==> src/pid_pkg.sv <==
// Package for the parcel instruction decoder: widths, opcode groups, formats and carriers.
// Assumes 16-bit parcels packed four to a 64-bit word, most significant parcel first.
package pid_pkg;

	// Widths of parcels, words, fields and addresses.
	localparam int PARCEL_W = 16;
	localparam int WORD_W = 64;
	localparam int PARCELS = 4;
	localparam int PADDR_W = 24;
	localparam int WADDR_W = 22;
	localparam int PTR_W = 2;

	// Instruction lengths in parcels.
	localparam logic [1:0] LEN1 = 2'h1;
	localparam logic [1:0] LEN2 = 2'h2;
	localparam logic [1:0] LEN3 = 2'h3;
	localparam logic [2:0] WORD_END = 3'h4;

	// Opcode groups on the seven-bit g/h code or the four-bit g code.
	localparam logic [6:0] OP_PRIV = 7'h01;
	localparam logic [6:0] OP_BR1 = 7'h05;
	localparam logic [6:0] OP_JMP_LO = 7'h06;
	localparam logic [6:0] OP_JMP_HI = 7'h07;
	localparam logic [6:0] OP_CA = 7'h10;
	localparam logic [6:0] OP_CA_N = 7'h11;
	localparam logic [6:0] OP_CS = 7'h20;
	localparam logic [6:0] OP_CS_N = 7'h21;
	localparam logic [6:0] OP_POP = 7'h16;
	localparam logic [6:0] OP_LZ = 7'h17;
	localparam logic [6:0] OP_FCONST = 7'h39;
	localparam logic [6:0] OP_S_LO = 7'h20;
	localparam logic [6:0] OP_S_HI = 7'h3f;
	localparam logic [3:0] G_BR24 = 4'h1;
	localparam logic [3:0] G_MEM_LO = 4'h8;
	localparam logic [3:0] G_MEM_HI = 4'hb;
	localparam int N_COMB = 16;
	localparam logic [6:0] COMB_OPS [N_COMB] = '{7'h05, 7'h12, 7'h14, 7'h15, 7'h1c, 7'h1d, 7'h1e, 7'h1f,
		7'h22, 7'h23, 7'h2a, 7'h2b, 7'h2c, 7'h2d, 7'h3d, 7'h3e};

	// Designator use masks, bit 2 is i, bit 1 is j, bit 0 is k.
	localparam logic [2:0] USE_ALL = 3'h7;
	localparam logic [2:0] USE_IJ = 3'h6;
	localparam logic [2:0] USE_IK = 3'h5;

	// Special operands for a zero designator and the narrow-mode value mask.
	localparam logic [63:0] K0_A = 64'h0000000000000001;
	localparam logic [63:0] K0_S = 64'h8000000000000000;
	localparam logic [63:0] ZERO64 = 64'h0000000000000000;
	localparam logic [31:0] NARROW_MASK = 32'h00ffffff;
	localparam logic [63:0] A_NARROW = 64'h0000000000ffffff;
	localparam logic [63:0] A_WIDE = 64'h00000000ffffffff;

	// Designator positions in the operand trio.
	localparam int D_K = 0;
	localparam int D_J = 1;
	localparam int D_H = 2;

	// Instruction format variants.
	typedef enum logic [4:0] {
		F1_DISC = 5'h01,
		F1_COMB = 5'h02,
		F2_JKM = 5'h04,
		F2_IJKM = 5'h08,
		F3_MN = 5'h10
	} pid_fmt_e;

	// One decoded instruction as handed to the issue stage.
	typedef struct packed {
		logic [PADDR_W-1:0] pc;
		logic [1:0] len;
		pid_fmt_e fmt;
		logic [6:0] opc7;
		logic [3:0] opc4;
		logic [2:0] h;
		logic [2:0] i;
		logic [2:0] j;
		logic [2:0] k;
		logic [2:0] use_ijk;
		logic [5:0] jk;
		logic [31:0] imm;
		logic is_branch;
		logic is_mem;
		logic wide;
		logic nop;
		logic err;
	} pid_dec_s;

	// Register designators sent to the register files for operand reads.
	typedef struct packed {
		logic [2:0] h;
		logic [2:0] j;
		logic [2:0] k;
	} pid_rsel_s;

	// Operand values indexed by D_H, D_J and D_K.
	typedef logic [2:0][63:0] pid_trio_t;

endpackage
==> src/pid_decoder.sv <==
// Parcel instruction decoder: two-word parcel window, length decode, field split and issue register.
// Assumes the fetch unit supplies words in program order and refetches after a redirect.
//
// Function
// - Instructions are one, two or three parcels; three only in wide mode.
// - A 64-bit word holds parcels 0 to 3, parcel 0 most significant.
// - Instructions start at any parcel and may span words; targets name any parcel.
// - Discrete format: g and h opcode, i destination, j and k sources.
// - Designators an operation does not use are disregarded.
// - Listed one-parcel instructions merge j and k into one 6-bit field.
// - Two-parcel constant: 7-bit opcode, i destination, 22-bit jkm value.
// - Two-parcel memory: 4-bit opcode, h index, i register, 22-bit jkm displacement.
// - Two-parcel branch: 7-bit opcode, 24-bit parcel address, i top bit zero.
// - Two-parcel 24-bit immediate: 4-bit opcode, h destination, i top bit one.
// - Three-parcel constant: 7-bit opcode, i destination, j and k zero.
// - Three-parcel value: second parcel low half, third parcel high half.
// - Three-parcel memory: 4-bit opcode, h index, i register, 32-bit field.
// - Wide mode enables three-parcel forms and full 32-bit address values.
// - Three-parcel instruction in narrow mode reports an error, no normal execution.
// - Program address range is 4 Mwords in both modes.
// - Narrow mode follows the context bit and drops the top 8 bits.
// - Zero source designators give constants 0, 1 for A-k, top bit for S-k.
// - Privileged instruction outside monitor mode issues as a no-operation.
`timescale 1ns/1ps
module pid_decoder (
	input wire logic clk_sys, // System clock, 200 MHz.
	input wire logic rst_b, // Asynchronous reset, active low.
	input wire logic mode_wide, // Extended addressing bit, high for wide mode.
	input wire logic mon_mode, // High while the processor is in monitor mode.
	input wire logic [63:0] fetch_word, // Instruction word from the fetch buffer.
	input wire logic fetch_valid, // Fetch word is valid.
	output logic fetch_ready, // Decoder can take a fetch word.
	input wire logic br_valid, // Redirect to a new parcel address, one cycle.
	input wire logic [23:0] br_target, // Redirect parcel address.
	output pid_pkg::pid_rsel_s rd_sel, // Register designators for operand reads.
	input wire pid_pkg::pid_trio_t rd_data, // Register contents for rd_sel.
	output logic issue_valid, // Decoded instruction is valid.
	input wire logic issue_ready, // Downstream takes the instruction.
	output pid_pkg::pid_dec_s issue, // Decoded instruction fields.
	output pid_pkg::pid_trio_t issue_opnd // Operands with special values applied.
);

	logic [63:0] cur_word_r, cur_word_nxt;
	logic [63:0] nxt_word_r, nxt_word_nxt;
	logic cur_vld_r, cur_vld_nxt;
	logic nxt_vld_r, nxt_vld_nxt;
	logic [1:0] ptr_r, ptr_nxt;
	logic [21:0] pc_word_r, pc_word_nxt;
	pid_pkg::pid_dec_s out_r, out_nxt;
	pid_pkg::pid_trio_t opnd_r, opnd_nxt;
	logic out_vld_r, out_vld_nxt;

	logic [127:0] win;
	logic [15:0] p0, p1, p2;
	logic [6:0] gh;
	logic [3:0] g;
	logic [2:0] fh, fi, fj, fk;
	logic is_const, is_mem, is_comb, is_br24, is_jmp, is_p3, is_two;
	logic [1:0] len;
	logic [2:0] end_pos;
	logic avail, ld, s_cls;
	logic [2:0] use_m;
	pid_pkg::pid_dec_s dec;
	pid_pkg::pid_trio_t opnd_c;

	// The window holds the current and the next word, shifted so parcel 0 is the pointed one.
	always_comb begin
		win = {cur_word_r, nxt_word_r} << {ptr_r, 4'h0};
		p0 = win[127:112];
		p1 = win[111:96];
		p2 = win[95:80];
		gh = p0[15:9];
		g = p0[15:12];
		fh = p0[11:9];
		fi = p0[8:6];
		fj = p0[5:3];
		fk = p0[2:0];
	end

	// Opcode classes pick the length; j and k both zero marks the three-parcel variant.
	always_comb begin
		is_const = (gh == pid_pkg::OP_CA) || (gh == pid_pkg::OP_CA_N) ||
			(gh == pid_pkg::OP_CS) || (gh == pid_pkg::OP_CS_N);
		is_mem = (g >= pid_pkg::G_MEM_LO) && (g <= pid_pkg::G_MEM_HI);
		is_br24 = (g == pid_pkg::G_BR24);
		is_jmp = (gh == pid_pkg::OP_JMP_LO) || (gh == pid_pkg::OP_JMP_HI);
		is_comb = 1'b0;
		for (int n = 0; n < pid_pkg::N_COMB; n++) begin
			if (gh == pid_pkg::COMB_OPS[n]) begin
				is_comb = 1'b1;
			end
		end
		is_p3 = (is_const || is_mem) && (fj == 3'h0) && (fk == 3'h0);
		is_two = is_const || is_mem || is_br24 || is_jmp;
		if (is_p3) begin
			len = pid_pkg::LEN3;
		end else if (is_two) begin
			len = pid_pkg::LEN2;
		end else begin
			len = pid_pkg::LEN1;
		end
		end_pos = {1'b0, ptr_r} + {1'b0, len};
	end

	// Issue is held until every parcel is present, including those in the next word.
	always_comb begin
		avail = cur_vld_r && ((end_pos <= pid_pkg::WORD_END) || nxt_vld_r);
		ld = avail && (!out_vld_r || issue_ready) && !br_valid;
	end

	// Operations that leave a designator unused get a mask that clears it.
	always_comb begin
		use_m = pid_pkg::USE_ALL;
		if ((gh == pid_pkg::OP_POP) || (gh == pid_pkg::OP_LZ)) begin
			use_m = pid_pkg::USE_IJ;
		end else if (gh == pid_pkg::OP_FCONST) begin
			use_m = pid_pkg::USE_IK;
		end
		s_cls = (gh >= pid_pkg::OP_S_LO) && (gh <= pid_pkg::OP_S_HI);
	end

	// Field split for the five format variants.
	always_comb begin
		dec = '0;
		dec.pc = {pc_word_r, ptr_r};
		dec.len = len;
		dec.opc7 = gh;
		dec.opc4 = g;
		dec.h = fh;
		dec.i = fi;
		dec.j = fj;
		dec.k = fk;
		dec.use_ijk = pid_pkg::USE_ALL;
		dec.jk = p0[5:0];
		dec.wide = mode_wide;
		dec.is_mem = is_mem;
		if (is_p3) begin
			dec.fmt = pid_pkg::F3_MN;
			dec.imm = {p2, p1};
		end else if (is_const || is_mem) begin
			dec.fmt = pid_pkg::F2_JKM;
			dec.imm = 32'({p0[5:0], p1});
		end else if (is_jmp || (is_br24 && !fi[2])) begin
			dec.fmt = pid_pkg::F2_IJKM;
			dec.imm = 32'({p0[7:0], p1});
			dec.is_branch = 1'b1;
		end else if (is_br24) begin
			dec.fmt = pid_pkg::F2_IJKM;
			dec.imm = 32'({p0[7:0], p1});
		end else if (is_comb) begin
			dec.fmt = pid_pkg::F1_COMB;
			dec.imm = 32'(p0[5:0]);
			dec.is_branch = (gh == pid_pkg::OP_BR1);
		end else begin
			dec.fmt = pid_pkg::F1_DISC;
			dec.use_ijk = use_m;
			dec.i = use_m[2] ? fi : 3'h0;
			dec.j = use_m[1] ? fj : 3'h0;
			dec.k = use_m[0] ? fk : 3'h0;
		end
		if (!mode_wide) begin
			dec.imm = dec.imm & pid_pkg::NARROW_MASK;
		end
		dec.err = is_p3 && !mode_wide;
		dec.nop = dec.err || ((gh == pid_pkg::OP_PRIV) && !mon_mode);
	end

	// Register reads are addressed straight from the pointed instruction.
	always_comb begin
		rd_sel.h = fh;
		rd_sel.j = fj;
		rd_sel.k = fk;
	end

	// One selector per source designator applies the zero-designator constants.
	for (genvar d = 0; d < 3; d++) begin : g_opnd
		pid_operand_sel #(
			.KIND(d)
		) u_sel (
			.fld(d == pid_pkg::D_H ? fh : (d == pid_pkg::D_J ? fj : fk)),
			.s_cls(d == pid_pkg::D_H ? 1'b0 : s_cls),
			.wide(mode_wide),
			.rd_data(rd_data[d]),
			.value(opnd_c[d])
		);
	end

	// Parcel window next state: consume, shift words at a boundary, accept fetch, redirect.
	always_comb begin
		cur_word_nxt = cur_word_r;
		nxt_word_nxt = nxt_word_r;
		cur_vld_nxt = cur_vld_r;
		nxt_vld_nxt = nxt_vld_r;
		ptr_nxt = ptr_r;
		pc_word_nxt = pc_word_r;
		if (br_valid) begin
			cur_vld_nxt = 1'b0;
			nxt_vld_nxt = 1'b0;
			ptr_nxt = br_target[1:0];
			pc_word_nxt = br_target[23:2];
		end else begin
			if (ld) begin
				ptr_nxt = end_pos[1:0];
				if (end_pos >= pid_pkg::WORD_END) begin
					cur_word_nxt = nxt_word_r;
					cur_vld_nxt = nxt_vld_r;
					nxt_vld_nxt = 1'b0;
					pc_word_nxt = pc_word_r + 22'h1;
				end
			end
			if (fetch_valid && fetch_ready) begin
				if (!cur_vld_nxt) begin
					cur_word_nxt = fetch_word;
					cur_vld_nxt = 1'b1;
				end else begin
					nxt_word_nxt = fetch_word;
					nxt_vld_nxt = 1'b1;
				end
			end
		end
	end

	// A free second slot is enough to take a word; a redirect refuses the cycle.
	always_comb begin
		fetch_ready = !nxt_vld_r && !br_valid;
	end

	// Parcel window registers.
	always_ff @(posedge clk_sys or negedge rst_b) begin
		if (!rst_b) begin
			cur_word_r <= 64'h0;
			nxt_word_r <= 64'h0;
			cur_vld_r <= 1'b0;
			nxt_vld_r <= 1'b0;
			ptr_r <= 2'h0;
			pc_word_r <= 22'h0;
		end else begin
			cur_word_r <= cur_word_nxt;
			nxt_word_r <= nxt_word_nxt;
			cur_vld_r <= cur_vld_nxt;
			nxt_vld_r <= nxt_vld_nxt;
			ptr_r <= ptr_nxt;
			pc_word_r <= pc_word_nxt;
		end
	end

	// Issue register next state: load on decode, drop on take, flush on redirect.
	always_comb begin
		out_nxt = out_r;
		opnd_nxt = opnd_r;
		out_vld_nxt = out_vld_r;
		if (br_valid) begin
			out_vld_nxt = 1'b0;
		end else if (ld) begin
			out_nxt = dec;
			opnd_nxt = opnd_c;
			out_vld_nxt = 1'b1;
		end else if (issue_ready) begin
			out_vld_nxt = 1'b0;
		end
	end

	// Issue registers.
	always_ff @(posedge clk_sys or negedge rst_b) begin
		if (!rst_b) begin
			out_r <= '0;
			opnd_r <= '0;
			out_vld_r <= 1'b0;
		end else begin
			out_r <= out_nxt;
			opnd_r <= opnd_nxt;
			out_vld_r <= out_vld_nxt;
		end
	end

	// Issue outputs come from the registers.
	always_comb begin
		issue_valid = out_vld_r;
		issue = out_r;
		issue_opnd = opnd_r;
	end
endmodule

==> src/pid_operand_sel.sv <==
// Operand selector for one source designator of the parcel instruction decoder.
// Assumes the register contents arrive in the same cycle as the designator.
`timescale 1ns/1ps
module pid_operand_sel #(
	parameter int KIND = pid_pkg::D_J
) (
	input wire logic [2:0] fld, // Designator field value.
	input wire logic s_cls, // High when the designator names an S register.
	input wire logic wide, // High in wide addressing mode.
	input wire logic [63:0] rd_data, // Register contents for the designator.
	output logic [63:0] value // Operand as the functional unit sees it.
);

	logic [63:0] raw;

	// A zero designator gives a constant, and A values lose bits above the address width.
	always_comb begin
		raw = rd_data;
		if (fld == 3'h0) begin
			if (KIND == pid_pkg::D_K) begin
				raw = s_cls ? pid_pkg::K0_S : pid_pkg::K0_A;
			end else begin
				raw = pid_pkg::ZERO64;
			end
		end
		if (s_cls) begin
			value = raw;
		end else begin
			value = raw & (wide ? pid_pkg::A_WIDE : pid_pkg::A_NARROW);
		end
	end

endmodule

==> config.mk <==
export PLATFORM = sky130hd
export DESIGN_NAME = pid_decoder
export DESIGN_NICKNAME = d
export VERILOG_FILES = /design/src/pid_pkg.sv /design/src/pid_decoder.sv /design/src/pid_operand_sel.sv
export SDC_FILE = /design/constraint.sdc
export NUM_CORES = 1
export LEC_CHECK = 0
export ABC_CLOCK_PERIOD_IN_PS = 6700
export BUFFER_PORTS_ARGS = -buffer_cell sky130_fd_sc_hd__buf_2
export CAP_MARGIN = 10
export CORE_AREA = 2 2 230 232
export CTS_CLUSTER_SIZE = 10
export DETAILED_ROUTE_END_ITERATION = 8
export DIE_AREA = 0 0 232 234
export PLACE_DENSITY_LB_ADDON = 0.25
export SYNTH_ARGS = -nofsm -noshare
export SYNTH_HDL_FRONTEND = slang
export SYNTH_SLANG_ARGS = --single-unit
==> constraint.sdc <==
create_clock -name clk_sys -period 6.7 [get_ports clk_sys]
set_input_delay 0.67 -clock clk_sys [delete_from_list [all_inputs] [get_ports clk_sys]]
set_output_delay 0.67 -clock clk_sys [all_outputs]
set_load 0.02 [all_outputs]
Word level (Yosys, flattened, before mapping)
Cells that the tools add are included.
W data, S select, Z words.
- register bits: 447
- output and inout port bits: 303
- input bits: 287
- word-level logic and storage cells: 177
- shift-type cells: 1
- reduce and logical (&&, ||, !) cells: 39
- $lt $le $gt $ge: 6
- equal/unequal tests: 27
- bitwise logic cells: 4
- muxes and demuxes: 71
- add/sub/neg operators: 2
- operators with widths (cell ; count):
    $mux W64 ; 10
    $and A64 B32 Y64 ; 2
    $mux W32 ; 4
    $shl A128 B6 Y128 ; 1
    $eq A7 B5 Y1 const B ; 11
    $eq A7 B6 Y1 const B ; 11
    $mux W22 ; 3
    $and A64 B64 Y64 ; 1
    $mux W12 ; 5
    $mux W33 ; 1
    $mux W1 ; 32
    $mux W24 ; 1
    $add A22 B1 Y22 const B ; 1
    $eq A7 B3 Y1 const B ; 3
    $mux W5 ; 4
    $mux W2 ; 7
    $logic_and A1 B1 Y1 ; 12
    $logic_or A1 B1 Y1 ; 12
    $logic_not A3 Y1 ; 3
    $mux W3 ; 3
    $eq A7 B1 Y1 const B ; 1
    $ge A7 B6 Y1 const B ; 1
    $le A7 B6 Y1 const B ; 1
    $mux W7 ; 1
    other kinds (12) ; 19

Longest topological paths before layout
- word-level depth: 24
- gate-level depth with buffers: 18
- gate-level depth less buffers: 14

Hierarchy
From an unflattened synthesis, not the netlist that was laid out.
- cells, all modules: 2183
- area, all modules: 20367.0 um2
- modules (own cells, without submodules) (module ; area each (um2) ; times used ; sequential area each (um2) ; cells each):
    pid_decoder ; 18849.3 ; 1 ; 11010.6 ; 1952
    pid_operand_sel at g_opnd[1].u_sel ... ; 506.7 ; 2 ; 0.0 ; 77
    pid_operand_sel at g_opnd[0].u_sel ; 504.2 ; 1 ; 0.0 ; 77

Least setup slack after synthesis
No wires, ideal clock.
- path type: flip-flop to flip-flop
- from: reg ptr_r[0]
- to: reg nxt_word_r[15]
- stages on the path, launching flop included: 16
- clock period less this slack: 4.263 ns
- path slack: 2.437 ns
- setup time: 0.125 ns
- arrival time: 4.138 ns
- data required time: 6.575 ns
- buffers on the path: 3
- path through: dfrtp_1 -> buf_6 -> mux4_2 -> nor2b_1 -> o211ai_2 -> a21boi_4 -> clkinv_2 -> nand2b_1 -> ha_1 -> fa_1 -> nor2_1 -> o2111ai_1 -> nand3_1 -> clkbuf_1 -> buf_2 -> mux2_2
- RTL lines (item ; RTL line ; RTL):
    from (decl) ; pid_decoder.sv:47 ; logic [1:0] ptr_r, ptr_nxt;
    from (signal assigned) ; pid_decoder.sv:242 ; ptr_r <= ptr_nxt;
    to (signal assigned) ; pid_decoder.sv:239 ; nxt_word_r <= nxt_word_nxt;
    to (decl) ; pid_decoder.sv:44 ; logic [63:0] nxt_word_r, nxt_word_nxt;

==> out/results.ini <==
[run_status]
status=completed

[global_route]
grt_pass1_wl_mm=84.97
grt_pass1_vias=13607
grt_max_degree=133
grt_usage=0.2068
overflow=0
grt_antenna_before_repair=4

[layout]
area_delta_synth_final_pct=25.35
final_common_cell=buf_2
final_util=0.4247
layout.nets=2343
layout_common_cells=524 x buf_2, 406 x dfrtp_1, 290 x nand2_1, 151 x nor2_1, 119 x a22o_1
fill_cells=5124
drive_above_1_share=0.3569

[clock_tree]
cts_buffer_depth=3
ctsResizeCount=0
insertion_delay_ps=590
clock_sink_count=408
cts_tree=done
cts-root-buf=clkbuf_16
post-cts-setup-buffers=0
cts_buffers=48
cts_hold_buffers=0
clk_pin_slew_ps=50
htree_num_levels=2

[floorplan]
core_um2=52020
die_area_um2=54290
initial_core_util=0.3388
ioPinCount=590
rows=84
die_h_um=234
die_w_um=232

[routing]
wl_met2_mm=27.85
wl_per_cell_um=21.02
met1_length_mm=24.50
dr.max_layer_used=met4
wl_met3_mm=4.117
drt_iter0_drc=940
first_pass_iters=5
drt_wl_total_mm=57.99
ant_nets=0
drt-vias-per-instance=5.106
drc=0
vias=14088

[power]
ir_drop_mv=0.1993
powerDensity_nw_per_um2=512.3
p_leak_nw=10.88

[synthesis]
ys_types=58
synth.largest_area_cell=dfrtp_1
syn_area_per_cell_um2=11.16
synth_edf_count=0
synthArstFlopShare=1.000
ys_seq_elements=408
yosysWarningCount=0
syn_inst=1579
synth_top_cell_area_share=0.5793
syn_area_um2=17630
synth.area.top_cells=dfrtp_1 58%, nand2_1 6.2%, a22o_1 5.9%, mux4_2 5.0%, mux2_2 4.5%
synth_ff_type=dfrtp_1
seq_area_frac_synth=0.5793

[sta]
rsz0062_at_grt=no
finalSetupViolCount=0
min_period_ps=5558
slew_headroom=0.3474
fmax_ghz=0.1799
tns_ps=0
finalCritPeriodShare=0.8295
slew_viol_final=0
hold_viol=0
skew_ps=23.50
tightestPinTransition_ps=978.8

[placement]
numPortBuffers=525
hpwlAfterDp_mm=42.27
gp_congestion=0.8420

[critical_path]
crit_top_cell=buf_4
timing.rr.end=issue[28]$_DFFE_PN0P_
startpoint=ptr_r[0]$_DFFE_PN0P_
cpPeakStageDelay_ps=720
path_cells=mux4_2 -> nor2_2 -> o211ai_2 -> a21boi_4 -> buf_4 -> clkinv_2 -> nand2b_1 -> ha_1 -> fa_1 -> nor2_1 -> o211ai_1 -> or2_4 -> buf_12 -> buf_4 -> o41a_1 -> o21ai_1
arrival_ps=6010
critical_path.max_fanout=101
cp_slowest_cell=mux4_2
r2r_start=ptr_r[0]$_DFFE_PN0P_
r2r_cells=16
rrSetupSlack_ps=1140
crit_type=reg -> reg
endpoint=issue[28]$_DFFE_PN0P_
worst_setup_path_start_kind=register
worstPathRequired_ps=7150
end_kind=register

[job]
timing.max_cap.violations=0

[worst_hold_path]
holdCritPathClass=in -> async

## how the worst min path moves through the flow
stage	slack [ps]	endpoint	cells after the start	startpoint
2_1_floorplan	370	cur_vld_r$_DFF_PN0_	0	rst_b
3_3_place_gp	450	issue[45]$_DFFE_PN0P_	1	issue[45]$_DFFE_PN0P_
3_5_place_dp	460	issue[34]$_DFFE_PN0P_	2	issue[34]$_DFFE_PN0P_
4_1_cts	120	pc_word_r[21]$_DFFE_PN0P_	1	rst_b
5_1_grt	140	pc_word_r[21]$_DFFE_PN0P_	1	rst_b
6_report	90	pc_word_r[21]$_DFFE_PN0P_	1	rst_b
## kinds of logic after synthesis
group	share of synthesized area
adders and majority gates	0.003123
other	0.0002128
AOI/OAI and AO/OA	0.1381
xor gates and xnor gates	0.01043
and+or+nand+nor	0.1180
DFF	0.5793
muxes	0.1028
buffers and inverters	0.04806
## final cells by class
cell class              count  area (um2)  share of cell area
multi-input cells        1039        6746              0.3054
inverters                   8       31.28            0.001416
flip-flops and latches    408       10210              0.4623
clock inverters             5       83.83            0.003794
repair buffers            548        2873              0.1300
well taps                 688       860.8             0.03896
clock buffers              60        1276             0.05776
diodes                      3       7.507           0.0003398
## through the flow
stage          instances  instance area [um2]  total power, mW  hold slack (ps)  setup WS (ps)
2_1_floorplan       1610                17740            7.274            374.4           2437
3_3_place_gp        2691                20730            8.931            450.9           1138
3_5_place_dp        2691                20730            9.039            456.1           1077
4_1_cts             2756                22090            11.45            116.7           1038
5_1_grt             2759                22090            12.03            136.4          721.0
6_report            2759                22090            11.32            91.07           1142
## sequential cells by signal, summed over array words and instances, names as in the netlist
name         flops
cur_vld_r        1
cur_word_r      64
issue           93
issue_opnd     160
issue_valid      1
nxt_vld_r        1
nxt_word_r      64
pc_word_r       22
ptr_r            2
## critical path, delay by kind of cell (launching register included)
family          cells  cell delay [ps]
compound gates      5             1200
buf+inv             4             1180
simple gates        4              800
fa+ha+maj           2              750
mux                 1              720
flops               1              640
## routing by layer
metal | global-route usage | up-vias
met3 | 0.05216 | 78
met2 | 0.3300 | 437
met5 | 0 | -
li1 | - | 6433
met1 | 0.2756 | 7140
met4 | 0.06851 | 0
## synthesized netlist by cell type, drive strengths merged, types with 15 or more instances
| master | n |
|---|---|
| a22o | 119 |
| mux2 | 71 |
| nor2 | 154 |
| nand3 | 15 |
| buf | 82 |
| clkbuf | 73 |
| o21ai | 118 |
| nand2 | 292 |
| mux4 | 39 |
| o22ai | 64 |
| dfrtp | 408 |
## where the power goes
group          switching (mW)  internal, mW
combinational            2.91          1.83
clock                   0.997          1.36
sequential              0.739          3.49
total                    4.64          6.68
Note: power is estimated with default switching activity, not from simulation.
